==> config.mk <==
export PLATFORM = sky130hd
export DESIGN_NAME = dcte_channel
export DESIGN_NICKNAME = d
export VERILOG_FILES = /design/src/hw/dcte_pkg.sv /design/src/hw/dcte_channel.sv
export SDC_FILE = /design/constraint.sdc
export NUM_CORES = 1
export LEC_CHECK = 0
export BUFFER_PORTS_ARGS = -buffer_cell sky130_fd_sc_hd__buf_2
export CAP_MARGIN = 20
export CORE_MARGIN = 4
export CORE_UTILIZATION = 50
export DETAILED_ROUTE_END_ITERATION = 16
export PLACE_DENSITY = 0.7
export SLEW_MARGIN = 20
export SYNTH_ARGS = -nofsm -noshare
export SYNTH_HDL_FRONTEND = slang
export SYNTH_SLANG_ARGS = --single-unit
export TNS_END_PERCENT = 10
==> constraint.sdc <==
create_clock -name pclk -period 4.1 [get_ports pclk]
set_input_delay 0.205 -clock pclk [delete_from_list [all_inputs] [get_ports pclk]]
set_output_delay 0.205 -clock pclk [all_outputs]
set_load 0.01 [all_outputs]
==> src/hw/dcte_pkg.sv <==
// Purpose: shared constants and types of the transfer channel
// Assumes: APB register bus, 32-bit data, one word per register
// Notes:   offsets are byte addresses
package dcte_pkg;
    localparam logic [11:0] OFS_CTL = 12'h000;
    localparam logic [11:0] OFS_SRC = 12'h004;
    localparam logic [11:0] OFS_DST = 12'h008;
    localparam logic [11:0] OFS_CNT = 12'h00C;
    // Control register field positions
    localparam int CTL_MODE  = 0;
    localparam int CTL_DSTEP = 3;
    localparam int CTL_SSTEP = 5;
    localparam int CTL_LEVEL = 7;
    localparam int CTL_EN    = 8;
    localparam int CTL_DONE  = 9;
    localparam int CTL_SREQ  = 10;
    localparam int CTL_NMIEN = 11;
    localparam int CTL_RMWG  = 12;
    localparam int CTL_TSEL  = 16;
    // Step select codes
    localparam logic [1:0] STEP_DEC = 2'h2;
    localparam logic [1:0] STEP_INC = 2'h3;
    // Trigger source codes; 11..15 reserved
    localparam logic [3:0] TS_SOFT  = 4'h0;
    localparam logic [3:0] TS_CHAIN = 4'h1;
    localparam logic [3:0] TS_EXT   = 4'h2;
    localparam logic [3:0] TS_PER0  = 4'h3;
    localparam logic [3:0] TS_PERN  = 4'hA;
    localparam int         PER_N    = 8;
    localparam int         PER_CONV = 7;
    // Element and burst pacing, reset transfer mode
    localparam logic [1:0] BURST_LAST = 2'h3;
    localparam logic       BRK_LAST   = 1'h1;
    localparam logic [2:0] MODE_RST   = 3'h0;

    typedef enum logic [2:0] {
        ST_IDLE, ST_RMW, ST_RD, ST_WR, ST_HOLD, ST_BRK
    } dcte_st_t;

    typedef struct packed {
        logic [2:0] transfer_mode_select;
        logic [1:0] dest_step_select;
        logic [1:0] src_step_select;
        logic       level_trigger_select;
        logic       channel_enable;
        logic       channel_done_flag;
        logic       software_request;
        logic       nmi_abort_enable;
        logic       rmw_finish_guard;
        logic [3:0] trigger_source_select;
    } dcte_ctl_t;

    localparam dcte_ctl_t CTL_RST = '{MODE_RST, 2'h0, 2'h0, 1'b0, 1'b0,
                                      1'b0, 1'b0, 1'b0, 1'b0, TS_SOFT};
endpackage

==> src/hw/dcte_channel.sv <==
// Purpose: one DMA transfer channel with APB registers
// Assumes: bus_rdata valid in the cycle bus_rd is high
// Notes:   two cycles per element, CPU halted through them
//
// Implementation choices: the APB slave port and the register addresses.
`timescale 1ns/1ps
module dcte_channel
    import dcte_pkg::*;
#(
    parameter int AW = 16,
    parameter int CW = 16
) (
    // Clock and reset
    input  wire logic              pclk,
    input  wire logic              presetn,
    // APB slave
    input  wire logic              psel,
    input  wire logic              penable,
    input  wire logic              pwrite,
    input  wire logic [11:0]       paddr,
    input  wire logic [31:0]       pwdata,
    output logic      [31:0]       prdata,
    output logic                   pready,
    output logic                   pslverr,
    // Memory bus
    output logic                   bus_rd,
    output logic                   bus_wr,
    output logic      [AW-1:0]     bus_addr,
    output logic      [15:0]       bus_wdata,
    input  wire logic [15:0]       bus_rdata,
    // CPU control
    output logic                   cpu_halt,
    input  wire logic              cpu_rmw_busy,
    input  wire logic              nmi,
    // Trigger sources
    input  wire logic              external_trigger_input,
    input  wire logic              prev_chan_done_flag,
    input  wire logic [PER_N-1:0]  periph_flag,
    input  wire logic [PER_N-1:0]  periph_irq_en,
    input  wire logic              conv_set_by_hw,
    output logic      [PER_N-1:0]  periph_flag_clr,
    output logic                   channel_done_flag
);
    if (AW < 2 || AW > 32 || CW < 1 || CW > 32) begin : g_chk
        $error("dcte_channel: AW or CW out of range");
    end

    typedef struct packed {
        dcte_st_t         st;
        dcte_ctl_t        ctl;
        logic [AW-1:0]    sa, da, sa_w, da_w;
        logic [CW-1:0]    sz, sz_w;
        logic             loaded, trig_prev, brk;
        logic [1:0]       bcnt;
        logic [1:0]       ext_s;
        logic [PER_N-1:0] pf_s1, pf_s2;
        logic             rd, wr, halt;
        logic [AW-1:0]    addr;
        logic [15:0]      wdata;
        logic [PER_N-1:0] fclr;
        logic             rdy, err;
        logic [31:0]      rdata;
    } dcte_state_t;

    dcte_state_t s_r, s_nxt;

    function automatic logic [AW-1:0] step(input logic [AW-1:0] a,
                                           input logic [1:0] sel);
        case (sel)
            STEP_INC: step = a + AW'(1);
            STEP_DEC: step = a - AW'(1);
            default:  step = a;
        endcase
    endfunction

    // Control word laid out by the package field positions
    function automatic logic [31:0] ctl_word(input dcte_ctl_t c);
        ctl_word                 = 32'h0;
        ctl_word[CTL_MODE+:3]    = c.transfer_mode_select;
        ctl_word[CTL_DSTEP+:2]   = c.dest_step_select;
        ctl_word[CTL_SSTEP+:2]   = c.src_step_select;
        ctl_word[CTL_LEVEL]      = c.level_trigger_select;
        ctl_word[CTL_EN]         = c.channel_enable;
        ctl_word[CTL_DONE]       = c.channel_done_flag;
        ctl_word[CTL_SREQ]       = c.software_request;
        ctl_word[CTL_NMIEN]      = c.nmi_abort_enable;
        ctl_word[CTL_RMWG]       = c.rmw_finish_guard;
        ctl_word[CTL_TSEL+:4]    = c.trigger_source_select;
    endfunction

    function automatic logic [31:0] rdmux(input dcte_state_t s,
                                          input logic [11:0] a);
        rdmux = 32'h0;
        case (a)
            OFS_CTL: rdmux = ctl_word(s.ctl);
            OFS_SRC: rdmux = 32'(s.sa);
            OFS_DST: rdmux = 32'(s.da);
            OFS_CNT: rdmux = 32'(s.sz);
            default: rdmux = 32'h0;
        endcase
    endfunction

    logic             acc, wr_ctl, wr_dat, hit;
    logic             raw, trig, start, xfer_done, single, burst;
    logic             abort;
    logic [PER_N-1:0] per_ok;
    logic [3:0]       pidx;

    assign acc    = psel && penable && s_r.rdy;
    assign hit    = paddr inside {OFS_CTL, OFS_SRC, OFS_DST, OFS_CNT};
    assign wr_ctl = acc && pwrite && paddr == OFS_CTL;
    assign wr_dat = acc && pwrite && hit && paddr != OFS_CTL;
    assign single = s_r.ctl.transfer_mode_select[1:0] == 2'h0;
    assign burst  = s_r.ctl.transfer_mode_select[1];
    assign pidx   = s_r.ctl.trigger_source_select - TS_PER0;

    always_comb begin
        // masked by irq enable; conversion flag hardware-set only
        per_ok = s_r.pf_s2 & ~periph_irq_en;
        per_ok[PER_CONV] = per_ok[PER_CONV] & conv_set_by_hw;
        // trigger source select, reserved never fires
        case (s_r.ctl.trigger_source_select)
            TS_SOFT:  raw = s_r.ctl.software_request;
            TS_CHAIN: raw = prev_chan_done_flag;
            TS_EXT:   raw = s_r.ext_s[1];
            default:  raw = s_r.ctl.trigger_source_select >= TS_PER0 &&
                            s_r.ctl.trigger_source_select <= TS_PERN &&
                            per_ok[pidx[2:0]];
        endcase
    end

    assign trig = s_r.ctl.level_trigger_select ? raw
                                              : raw && !s_r.trig_prev;
    // zero count never starts; only idle accepts
    assign start = s_r.st == ST_IDLE && s_r.ctl.channel_enable &&
                   trig && s_r.sz != CW'(0);
    assign abort = nmi && s_r.ctl.nmi_abort_enable;
    assign xfer_done = s_r.st == ST_WR && s_r.sz == CW'(1);

    always_comb begin
        s_nxt = s_r;
        s_nxt.ext_s = {s_r.ext_s[0], external_trigger_input};
        s_nxt.pf_s1 = periph_flag;
        s_nxt.pf_s2 = s_r.pf_s1;
        s_nxt.trig_prev = raw;
        s_nxt.fclr = '0;
        // APB: one wait state, read data latched in it
        s_nxt.rdy = psel && penable && !s_r.rdy;
        s_nxt.err = psel && penable && !s_r.rdy && !hit;
        if (psel && penable && !s_r.rdy) begin
            s_nxt.rdata = rdmux(s_r, paddr);
        end
        if (wr_ctl) begin
            s_nxt.ctl.transfer_mode_select  = pwdata[CTL_MODE+:3];
            s_nxt.ctl.dest_step_select      = pwdata[CTL_DSTEP+:2];
            s_nxt.ctl.src_step_select       = pwdata[CTL_SSTEP+:2];
            s_nxt.ctl.level_trigger_select  = pwdata[CTL_LEVEL];
            s_nxt.ctl.channel_enable        = pwdata[CTL_EN];
            s_nxt.ctl.software_request      = pwdata[CTL_SREQ];
            s_nxt.ctl.nmi_abort_enable      = pwdata[CTL_NMIEN];
            s_nxt.ctl.rmw_finish_guard      = pwdata[CTL_RMWG];
            s_nxt.ctl.trigger_source_select = pwdata[CTL_TSEL+:4];
            s_nxt.ctl.channel_done_flag = s_r.ctl.channel_done_flag &&
                                          !pwdata[CTL_DONE];
        end
        if (wr_dat) begin
            case (paddr)
                OFS_SRC: s_nxt.sa = pwdata[AW-1:0];
                OFS_DST: s_nxt.da = pwdata[AW-1:0];
                default: s_nxt.sz = pwdata[CW-1:0];
            endcase
            // rewritten registers drop the frozen transfer
            s_nxt.loaded = 1'b0;
        end
        case (s_r.st)
            ST_IDLE: begin
                if (start) begin
                    if (!s_r.loaded) begin
                        s_nxt.sa_w = s_r.sa;
                        s_nxt.da_w = s_r.da;
                        s_nxt.sz_w = s_r.sz;
                        s_nxt.loaded = 1'b1;
                    end
                    s_nxt.bcnt = 2'h0;
                    if (s_r.ctl.trigger_source_select == TS_SOFT &&
                        !(wr_ctl && pwdata[CTL_SREQ])) begin
                        s_nxt.ctl.software_request = 1'b0;
                    end
                    if (s_r.ctl.trigger_source_select >= TS_PER0 &&
                        s_r.ctl.trigger_source_select <= TS_PERN) begin
                        s_nxt.fclr[pidx[2:0]] = 1'b1;
                    end
                    s_nxt.st = (s_r.ctl.rmw_finish_guard && cpu_rmw_busy)
                             ? ST_RMW : ST_RD;
                end
            end
            ST_RMW: begin
                if (!cpu_rmw_busy) begin
                    s_nxt.st = ST_RD;
                end
            end
            ST_RD: begin
                s_nxt.st = ST_WR;
            end
            ST_WR: begin
                s_nxt.sa_w = step(s_r.sa_w, s_r.ctl.src_step_select);
                s_nxt.da_w = step(s_r.da_w, s_r.ctl.dest_step_select);
                s_nxt.sz = s_r.sz - CW'(1);
                s_nxt.bcnt = s_r.bcnt + 2'h1;
                if (xfer_done) begin
                    // reload and flag; set beats software clear
                    s_nxt.sz = s_r.sz_w;
                    s_nxt.ctl.channel_done_flag = 1'b1;
                    s_nxt.loaded = 1'b0;
                    if (!s_r.ctl.transfer_mode_select[2]) begin
                        s_nxt.ctl.channel_enable = 1'b0;
                    end
                    s_nxt.st = ST_IDLE;
                    // repeated burst restarts on its own
                    if (burst && s_r.ctl.transfer_mode_select[2] &&
                        s_nxt.ctl.channel_enable && s_r.sz_w != CW'(0)) begin
                        s_nxt.sa_w = s_r.sa;
                        s_nxt.da_w = s_r.da;
                        s_nxt.loaded = 1'b1;
                        s_nxt.brk = 1'b0;
                        s_nxt.st = (s_r.bcnt == BURST_LAST) ? ST_BRK
                                                            : ST_RD;
                    end
                end else if (single) begin
                    s_nxt.st = ST_IDLE;
                end else if (burst && !s_nxt.ctl.channel_enable) begin
                    s_nxt.st = ST_IDLE;
                end else if (s_r.ctl.level_trigger_select && !raw) begin
                    s_nxt.st = ST_HOLD;
                end else if (burst && s_r.bcnt == BURST_LAST) begin
                    s_nxt.brk = 1'b0;
                    s_nxt.st = ST_BRK;
                end else begin
                    s_nxt.st = ST_RD;
                end
            end
            ST_HOLD: begin
                // resume where stopped, or drop on rewrite
                if (wr_dat) begin
                    s_nxt.st = ST_IDLE;
                end else if (raw) begin
                    s_nxt.st = ST_RD;
                end
            end
            ST_BRK: begin
                s_nxt.brk = 1'b1;
                if (s_r.brk == BRK_LAST) begin
                    s_nxt.st = ST_RD;
                end
            end
            default: s_nxt.st = ST_IDLE;
        endcase
        if (abort && s_r.st != ST_IDLE) begin
            s_nxt.st = ST_IDLE;
        end
        // CPU halted across both cycles of every element
        s_nxt.rd = s_nxt.st == ST_RD;
        s_nxt.wr = s_nxt.st == ST_WR;
        s_nxt.halt = s_nxt.rd || s_nxt.wr;
        s_nxt.addr = s_nxt.rd ? s_nxt.sa_w : s_nxt.da_w;
        if (s_r.st == ST_RD) begin
            s_nxt.wdata = bus_rdata;
        end
    end

    always_ff @(posedge pclk or negedge presetn) begin
        if (!presetn) begin
            s_r <= '{st: ST_IDLE, ctl: CTL_RST, default: '0};
        end else begin
            s_r <= s_nxt;
        end
    end

    assign prdata            = s_r.rdata;
    assign pready            = s_r.rdy;
    assign pslverr           = s_r.err;
    assign bus_rd            = s_r.rd;
    assign bus_wr            = s_r.wr;
    assign bus_addr          = s_r.addr;
    assign bus_wdata         = s_r.wdata;
    assign cpu_halt          = s_r.halt;
    assign periph_flag_clr   = s_r.fclr;
    assign channel_done_flag = s_r.ctl.channel_done_flag;
endmodule

==> results.cfg <==
[run_status]
status = finished, final reports clean

[cts]
ctsHtreeMaxLevel = 1
cts_tree = done
root_buffer = clkbuf_16
cts_resized = 0
clockBufferDepth = 3
clk_pin_slew_ps = 60
clk_latency_ps = 520
post_cts_buffers = 0
cts.sinks = 204
numCtsBuffers = 23

[yosys]
synthArstFlopShare_pct = 100
yosysUniqueCellTypes = 79
ys_ff_latch = 204
yosysWarnings = 0
synth_edf_count = 0
syn_area_sq_um = 11000
synth_seq_area_share_pct = 46.4
syn_inst = 1045
synthFlopType = dfrtp_1
avgSynthCellArea_sq_um = 10.5

[grt]
grt_max_degree = 126
track_usage_pct = 23.7
grt_antenna_before_repair = 1
grt_overflow_total = 0
grt_pass1_vias = 8332
grt_pass1_wl_um = 45800

[routing]
met3WireLength_um = 2450
drtAntennaViolNets = 0
wirelength_met1_um = 12700
routedWlPerCell_um = 20.3
top_layer = met4
vias = 8535
drc = 0
vias_per_cell = 5.87
wirelength_um = 29500
drt-initial-drc-count = 650
dr.pass1.iters = 5
route.met2.wl_um = 13700

[worst_setup_path]
critPathKind = reg -> reg
crit_fanout = 15
start_kind = register
reg2regPathDepth = 11
cp.required_ps = 4470
arrival_ps = 3840
endpoint_kind = register

[timing]
worstMarginPinSlew_ps = 806
hold_violations = 0
slew-limit-headroom_pct = 46.3
setup_viol = 0
slew_viol_final = 0
rsz0062_at_grt = false
fin_tns_setup_ps = 0
clock_skew_ps = 17.4
fin_crit_ps = 3470
final_min_period_over_clock_period_pct = 84.6
fmaxAchievable_ghz = 0.288

[worst_hold_path]
hp-class = in -> reg
holdPathStages = 2

[layout]
final_common_cell = dfrtp_1
nNetsFinal = 1285
final_area_sq_um = 12700
layout-drive-gt1-share_pct = 26.9
antenna_cells = 0
area_growth_pct = 15.4
final_core_util_pct = 59.4
most-common-layout-cells = dfrtp_1 (204), buf_2 (138), nand2_1 (101)

[floorplan]
die_w_um = 156
die_h_um = 156
rows = 53
start_util_pct = 51.5
core_sq_um = 21400
die_area_sq_um = 24400
ios = 164

[job]
cap_violations = 0

[placement]
place.gp.congestion = 0.917
placed_area_sq_um = 11500
hpwl_um = 21000
port_buffers = 139

[power]
irDropWorstVdd_v = 0.000246
powerDensity_nw_per_um2 = 535
p_leak_nw = 6.12
power.total_mw = 6.79
-- kinds of logic after synthesis --
group / after synthesis / synth area share (%)
xor gates and xnor gates: 28 / 2.23
muxes: 109 / 12.4
other: 1 / 0.0341
adders and majority gates: 37 / 4.35
DFF: 204 / 46.4
and+or+nand+nor: 315 / 13.6
AOI/OAI and AO/OA: 213 / 13.5
buffers and inverters: 138 / 7.50
-- what timing repair did --
item | 4_1_cts | 5_1_grt
hold buffers | 36 | 0
setup endpoints to repair | 0 | 0
endpoints found under the hold margin | 166 | 0
-- registers in the layout (all words and copies together) (netlist names), 8 cells and up --
signal,cells
s_r,128
bus_addr,16
bus_wdata,16
prdata,20
periph_flag_clr,8
s_nxt,9
-- critical path: stages, from the launching register on --
cell and delay [ps]:
dfrtp_1 580, nor2b_1 180, buf_4 240, ha_1 340, a211oi_1 380, o21ai_0 190
a211oi_1 310, a21oi_1 130, mux2i_1 170, mux2_2 350, a222oi_1 340, a32oi_1 120
-- power by group --
group	internal, mW	switching (mW)
sequential	2.32	0.296
combinational	0.914	1.14
clock	1.27	0.842
total	4.51	2.28
-- layout make-up --
cell class	count	area (sq um)
clock inverters	8	100
repair buffers	198	1270
fillers	1767	8660
inverters	21	78.8
well taps	275	344
clock buffers	34	677
flip-flops and latches	204	5100
multi-input cells	714	5110
-- per-stage QoR --
| step | setup WS [ps] | hold WS [ps] | cells |
|---|---|---|---|
| 4_1_cts | 670 | 0.191 | 1453 |
| 2_1_floorplan | 723 | -90.6 | 1056 |
| 5_1_grt | 435 | 3.18 | 1454 |
| 3_5_place_dp | 648 | 315 | 1375 |
| 3_3_place_gp | 740 | 315 | 1375 |
| 6_report | 632 | 11.0 | 1454 |
-- metal layers --
layer / global-route usage, % / vias up
li1: - / 3936
met4: 5.37 / 0
met5: 0 / -
met2: 38.1 / 370
met3: 4.70 / 44
met1: 33.4 / 4185
-- path summary, 6_finish.rpt --
check                            from      endpoint  slack, ps
setup / recovery             s_r[209]  bus_addr[15]        630
hold / removal             pwdata[12]      s_r[192]         10
setup reg to reg             s_r[209]  bus_addr[15]        630
hold reg to reg             s_nxt[83]       s_r[83]        350
max in group asynchronous     presetn      s_r[136]       2700
min in group asynchronous     presetn      s_r[111]        220
-- cells in the mapped netlist (9+ instances only) --
master / n / share of area [%]
a211oi_1: 15 / 1.0
a21oi_1: 44 / 2.0
a221o_1: 28 / 2.5
buf_4: 73 / 5.0
clkbuf_1: 31 / 1.1
dfrtp_1: 204 / 46
ha_1: 35 / 4.0
inv_1: 19 / 0.65
mux2_2: 87 / 8.9
mux4_2: 13 / 2.7
nand2_1: 101 / 3.4
nand3_1: 32 / 1.5
nor2_1: 89 / 3.0
nor2b_1: 10 / 0.57
nor3_1: 22 / 1.0
nor4_1: 12 / 0.68
o211ai_1: 9 / 0.61
o21ai_0: 53 / 2.4
xnor2_1: 18 / 1.4
xor2_1: 10 / 0.80
No activity file was read; power rests on OpenSTA's default activity.
